### config.mk
export PLATFORM = sky130hd
export DESIGN_NAME = dbp_parity_logic
export DESIGN_NICKNAME = d
export VERILOG_FILES = /design/src/include/dbp_pkg.sv /design/src/core/dbp_parity_logic.sv
export SDC_FILE = /design/constraint.sdc
export NUM_CORES = 1
export LEC_CHECK = 0
export ABC_AREA = 1
export BUFFER_PORTS_ARGS = -buffer_cell sky130_fd_sc_hd__buf_2
export CAP_MARGIN = 0
export CELL_PAD_IN_SITES_DETAIL_PLACEMENT = 2
export CELL_PAD_IN_SITES_GLOBAL_PLACEMENT = 2
export CORE_UTILIZATION = 27
export CTS_BUF_LIST = sky130_fd_sc_hd__clkbuf_4
export DETAILED_ROUTE_END_ITERATION = 10
export PLACE_DENSITY_LB_ADDON = 0.08
export SLEW_MARGIN = 10
export SYNTH_ARGS = -nofsm -noshare
export SYNTH_HDL_FRONTEND = slang
export SYNTH_SLANG_ARGS = --single-unit
### constraint.sdc
create_clock -name clk -period 1.9 [get_ports clk]
set_clock_uncertainty 0.1 [all_clocks]
set_input_delay 0.38 -clock clk [delete_from_list [all_inputs] [get_ports clk]]
set_output_delay 0.38 -clock clk [all_outputs]
set_load 0.01 [all_outputs]
### src/include/dbp_pkg.sv
// constants for the dram byte parity logic
`default_nettype none
package dbp_pkg;
   localparam int DBP_DATA_W = 64;
   localparam int DBP_BYTES  = 8;
   localparam int DBP_BANKS  = 4;
   localparam logic [DBP_BYTES-1:0] DBP_PAR_RST  = 8'h00;
   localparam logic [DBP_BYTES-1:0] DBP_EXTRA_WR = 8'hff;
   localparam logic [DBP_DATA_W-1:0] DBP_DATA_RST = 64'h0000_0000_0000_0000;
endpackage
`default_nettype wire

### src/core/dbp_parity_logic.sv
// byte parity generation, read check and sticky fault capture
//
// Overview of operation
// - one parity bit is kept per data byte, computed from that byte alone.
// - parity is odd: the bit is one when its byte holds an even count of ones.
// - parity is formed on every write so it is ready when the column strobes write.
// - the parity row strobe is asserted for any cycle aimed at any of the four banks.
// - the write data register is latched in the clock where next ready is asserted.
// - the write parity register latches one clock after the write data register.
// - the write parity latch comes from the rising system clock, ahead of column strobes.
// - extra generator inputs are held at one on writes and take read parity on reads.
// - read parity is latched by the read data latch strobe together with read data.
// - read parity register outputs are enabled only in reads by the direction control.
// - the check failure rises in a read when any byte mismatches its parity bit.
// - a raised fault is held in a register after the failing cycle ends.
// - the fault capture strobe pulses one clock after each read data latch strobe in a read.
// - a held fault may be cleared no earlier than the read after the failing one.
// - the read data latch strobe comes only after one added wait state.
`default_nettype none
module dbp_parity_logic
   import dbp_pkg::*;
(
   // clock and reset
   input  wire logic                   clk,
   input  wire logic                   sys_rst,
   // controller cycle status
   input  wire logic                   cyc_active,
   input  wire logic                   cyc_write,
   input  wire logic [DBP_BANKS-1:0]   bank_sel,
   input  wire logic                   next_ready_n,
   input  wire logic                   rd_data_arrive,
   input  wire logic                   fault_clear,
   // processor side data
   input  wire logic [DBP_DATA_W-1:0]  wr_data,
   output logic      [DBP_DATA_W-1:0]  rd_data_q,
   // dram side data
   input  wire logic [DBP_DATA_W-1:0]  dram_rd_data,
   input  wire logic [DBP_BYTES-1:0]   parity_dq_in,
   output logic      [DBP_BYTES-1:0]   parity_dq_out,
   output logic                        parity_dq_oe,
   // strobes
   output logic                        parity_row_strobe_n,
   output logic                        write_data_latch,
   output logic                        write_parity_latch,
   output logic                        read_data_latch,
   output logic                        memory_read_direction,
   output logic                        fault_capture_strobe,
   // check results
   output logic      [DBP_BYTES-1:0]   odd_check_output,
   output logic                        parity_check_fail,
   output logic                        parity_fault_flag
);

   // byte-wise odd parity: one when the byte has an even count of ones
   function automatic logic [DBP_BYTES-1:0] odd_par(input logic [DBP_DATA_W-1:0] d);
      logic [DBP_BYTES-1:0] p;
      p = '0;
      for (int i = 0; i < DBP_BYTES; i++) begin
         p[i] = ~^d[i*8 +: 8];
      end
      return p;
   endfunction

   logic [DBP_DATA_W-1:0] wr_data_q;
   logic [DBP_BYTES-1:0]  rd_par_q;
   logic                  rd_wait;
   logic                  cyc_read;
   logic [DBP_BYTES-1:0]  extra_in;
   logic [DBP_BYTES-1:0]  next_check;
   logic                  any_mismatch;
   logic                  next_fault;

   assign cyc_read              = cyc_active & ~cyc_write;
   assign memory_read_direction = cyc_read;
   assign parity_row_strobe_n   = ~(cyc_active & (|bank_sel));
   assign write_data_latch      = cyc_write & ~next_ready_n;
   assign parity_dq_oe          = cyc_write;

   // read parity register only reaches the generators while reading
   assign extra_in = memory_read_direction ? rd_par_q : DBP_EXTRA_WR;

   // check output high means the byte plus its stored bit is not odd
   genvar g;
   generate
      for (g = 0; g < DBP_BYTES; g++) begin : g_chk
         assign next_check[g] = ~^{rd_data_q[g*8 +: 8], extra_in[g]};
      end
   endgenerate
   assign odd_check_output  = next_check;
   assign any_mismatch      = |next_check;
   // only meaningful once the strobe marks a latched read
   assign parity_check_fail = fault_capture_strobe & cyc_read & any_mismatch;

   // set beats clear; a clear alone cannot hit the read that raised the fault
   assign next_fault = parity_check_fail ? 1'b1 :
                       (fault_capture_strobe & fault_clear) ? 1'b0 :
                       parity_fault_flag;

   // write path
   always_ff @(posedge clk) begin
      if (sys_rst) begin
         wr_data_q          <= DBP_DATA_RST;
         write_parity_latch <= 1'b0;
         parity_dq_out      <= DBP_PAR_RST;
      end else begin
         if (write_data_latch) begin
            wr_data_q <= wr_data;
         end
         // registered off the rising clock so parity settles before column strobes
         write_parity_latch <= write_data_latch;
         if (write_parity_latch) begin
            parity_dq_out <= odd_par(wr_data_q);
         end
      end
   end

   // read path
   always_ff @(posedge clk) begin
      if (sys_rst) begin
         rd_wait              <= 1'b0;
         read_data_latch      <= 1'b0;
         rd_data_q            <= DBP_DATA_RST;
         rd_par_q             <= DBP_PAR_RST;
         fault_capture_strobe <= 1'b0;
      end else begin
         rd_wait              <= cyc_read & rd_data_arrive;
         read_data_latch      <= rd_wait & cyc_read;
         fault_capture_strobe <= read_data_latch & cyc_read;
         if (read_data_latch) begin
            rd_data_q <= dram_rd_data;
            rd_par_q  <= parity_dq_in;
         end
      end
   end

   // sticky fault
   always_ff @(posedge clk) begin
      if (sys_rst) begin
         parity_fault_flag <= 1'b0;
      end else begin
         parity_fault_flag <= next_fault;
      end
   end

endmodule
`default_nettype wire

==> reports/qor.csv <==
stage,metric,value,unit
run_status,status,"finished, violations left",
run_status,violations,negative setup slack,
routing,wire_per_inst,18.9,um
job,cap_violations,0,
routing,routed_wirelength,32.3,mm
floorplanning,ios,236,
clock_network,clk_pin_slew,0.16,ns
sta,rsz0062_at_grt,yes,
synthesis,yosys.area_share.simple,0.229,
layout,post-route-util,0.475,
global_routing,grt_pass1_vias,8542,
synthesis,synth-xor-area-share,0.0991,
clock_network,cts_tree,built,
global_routing,grt_usage,0.229,
placed_design,numPortBuffers,235,
floorplanning,rows,56,
routing,drt_first_iter_violations,321,
synthesis,synth-main-ff-cell,dfxtp_1,
layout,syn_to_final_growth,70.3,%
sta,slew_headroom,0.733,
critical_path,arrival,2.21,ns
synthesis,synth-seq-area-share,0.450,
synthesis,synth_compound_area_frac,0.152,
clock_network,cts-root-to-sink-buffers,2,
synthesis,yosysUniqueCellTypes,23,
sta,layout_setup_ws,-0.790,ns
global_routing,grt_max_degree,64,
synthesis,syn_area_per_cell,7.18,um2
critical_path,path_buf_inv,4,
floorplanning,die_w,159,um
global_routing,grt_pass1_wl,44.1,mm
synthesis,netlist_instances,923,
synthesis,yosys.area.top_type,dfxtp_1,
critical_path,crit_family,simple AND/OR/NAND/NOR gates,
critical_path,path_cells,inv_4 -> nand2_4 -> nand3_2 -> nand2_1 -> nand2_1 -> nand2_2 -> inv_2 -> nand2_2 -> nand2_2 -> nand2_1 -> nor2_4 -> nand2_2 -> nand2_4 -> inv_2 -> buf_6,
synthesis,syn_area,6630,um2
routing,first_pass_iters,4,
synthesis,synth_enable_flop_cells,0,
pwr,power_density,614,nW/um2
synthesis,synth_warnings,0,
floorplanning,start_util,0.279,
synthesis,synth_area_leaders,"dfxtp_1 (45%), nor2_1 (12%), o21ai_0 (11%)",
clock_network,cts_root_buffer,clkbuf_4,
floorplanning,fp.coreArea,23800,um2
critical_path,cp_max_fo,4,
sta,setup_violations,10,
sta,fmax,0.372,GHz
pwr,leakage,5.40,nW
synthesis,synth_top_area_frac,0.450,
synthesis,synth_top_family_by_area,simple AND/OR/NAND/NOR gates,
clock_network,clock_latency,0.57,ns
routing,ant_nets,0,
critical_path,crit_required,1.42,ns
critical_path,crit_type,reg -> out,
critical_path,cp-end-kind,output pin,
clock_network,cts_buffers,17,
critical_path,start_kind,register,
routing,vias,7995,
layout,nNetsFinal,1523,
sta,finalCritPeriodShare,1.42,
placed_design,dp.final_hpwl,17.6,mm
global_routing,antenna_found_initial,3,
placed_design,place_ws,-0.549,ns
synthesis,syn_nets,1070,
routing,drcViolationCount,0,
placed_design,gp_congestion,0.740,
synthesis,synth-async-reset-ratio,0,
routing,vias_per_cell,4.68,
sta,tightest_slew,0.396,ns
min_path,hp-class,in -> reg,
clock_network,cts.sinks,149,
sta,hold_violations,0,
layout,drive_gt1_frac,0.409,
floorplanning,fp.dieH,159,um
sta,slew_viol_final,0,
synthesis,post_synth_fa_ha_maj_area_fraction,0,
critical_path,slowest_stage,dfxtp_4,
synthesis,synthMuxAreaShare,0,
floorplanning,die_area,25200,um2
global_routing,overflow,0,
critical_path,max_stage_delay,0.40,ns
clock_network,htree_levels,4,
sta,setup_tns,-4.46,ns
synthesis,ys_top_cells_by_count,"nor2_1 (207), dfxtp_1 (149), o21ai_0 (144)",
pwr,ir_worst_vdd,0.000370,V
synthesis,yosysMostFrequentCell,nor2_1,
critical_path,crit_top_cell,nand2_2,
sta,fin_crit,2.69,ns
synthesis,ys_seq_elements,149,
==> placed cells by master (no fill, tap or decap), types with 6 or more instances in the layout <==
cell type / instances
a21oi_1: 43
buf_12: 8
buf_2: 226
buf_4: 102
buf_6: 15
clkbuf_4: 17
dfxtp_1: 105
dfxtp_2: 27
dfxtp_4: 17
dlygate4sd3_1: 130
inv_1: 34
inv_2: 25
inv_4: 13
nand2_1: 75
nand2_2: 46
nand2_4: 6
nand3_1: 23
nand3_2: 17
nor2_1: 204
o21ai_0: 143
xnor2_1: 48
xnor2_2: 13
xor2_1: 10
==> cell families after synthesis <==
kind of cell	Yosys count
AND/OR/NAND/NOR	383
flip-flops	149
buffers and inverters	121
XOR/XNOR	75
AO/OA/AOI/OAI	195
==> stage by stage <==
stage / hold slack, ns / area, um2 / power, mW / instances
global placement: 0.314 / 8860 / 4.31 / 1529
detailed placement: 0.332 / 8860 / 4.33 / 1529
floorplan: 0.304 / 6630 / 3.91 / 923
finish: 0.0283 / 11300 / 6.93 / 1709
CTS: 0.00170 / 10900 / 6.92 / 1699
global route: -0.0162 / 11300 / 7.27 / 1708
==> per-layer routing <==
layer | GRT usage | wire length (um) | vias to the layer above | share of wire
met3 | 0.0476 | 1480 | 47 | 0.046
met2 | 0.444 | 17400 | 195 | 0.54
li1 | - | - | 3830 | -
met4 | 0.0577 | 703 | 2 | 0.022
met5 | 0 | 12 | - | 0.00037
met1 | 0.249 | 12700 | 3921 | 0.39
==> registers in the layout, summed over array words and instances (netlist names) <==
| register | flops |
|---|---|
| read_data_latch | 1 |
| fault_capture_strobe | 1 |
| rd_data_q | 64 |
| parity_fault_flag | 1 |
| write_parity_latch | 1 |
| wr_data_q | 64 |
| rd_wait | 1 |
| rd_par_q | 8 |
| parity_dq_out | 8 |
==> power by group <==
part           total [mW]  switching (mW)  internal, mW
registers            3.30          0.0826          3.22
clock network        2.33            1.38         0.950
logic                1.30           0.615         0.685
==> what timing repair did <==
item,CTS,global route
gates resized for setup,141,92
setup buffers,13,9
setup endpoints to repair,12,11
pin swaps,32,53
hold endpoints to repair,131,0
hold buffers,130,0
gates cloned,0,1
==> final timing paths <==
path	cells past startpoint	end	slack [ns]	startpoint
setup / recovery	15	parity_check_fail	-0.79	rd_data_q[43]$_SDFFE_PP0P_
hold / removal	3	rd_data_q[7]$_SDFFE_PP0P_	0.03	dram_rd_data[7]
setup reg to reg	17	parity_fault_flag$_SDFFE_PP0P_	-0.17	rd_data_q[44]$_SDFFE_PP0P_
hold reg to reg	2	read_data_latch$_SDFF_PP0_	0.33	rd_wait$_SDFF_PP0_
==> layout make-up <==
type	instances	area [um2]
Fill cell	2637	12500
Inverter	73	308
Multi-Input combinational cell	653	3630
Antenna cell	2	5.00
Clock buffer	17	128
Sequential cell	149	3080
Clock inverter	14	188
Tap cell	319	399
Timing Repair Buffer	482	3550
==> tightest hold or removal path, stage by stage <==
cell	delay [ns]
buf_2	0.08
o21ai_0	0.07
a21oi_1	0.11
No activity file was read; power rests on OpenSTA's default activity.
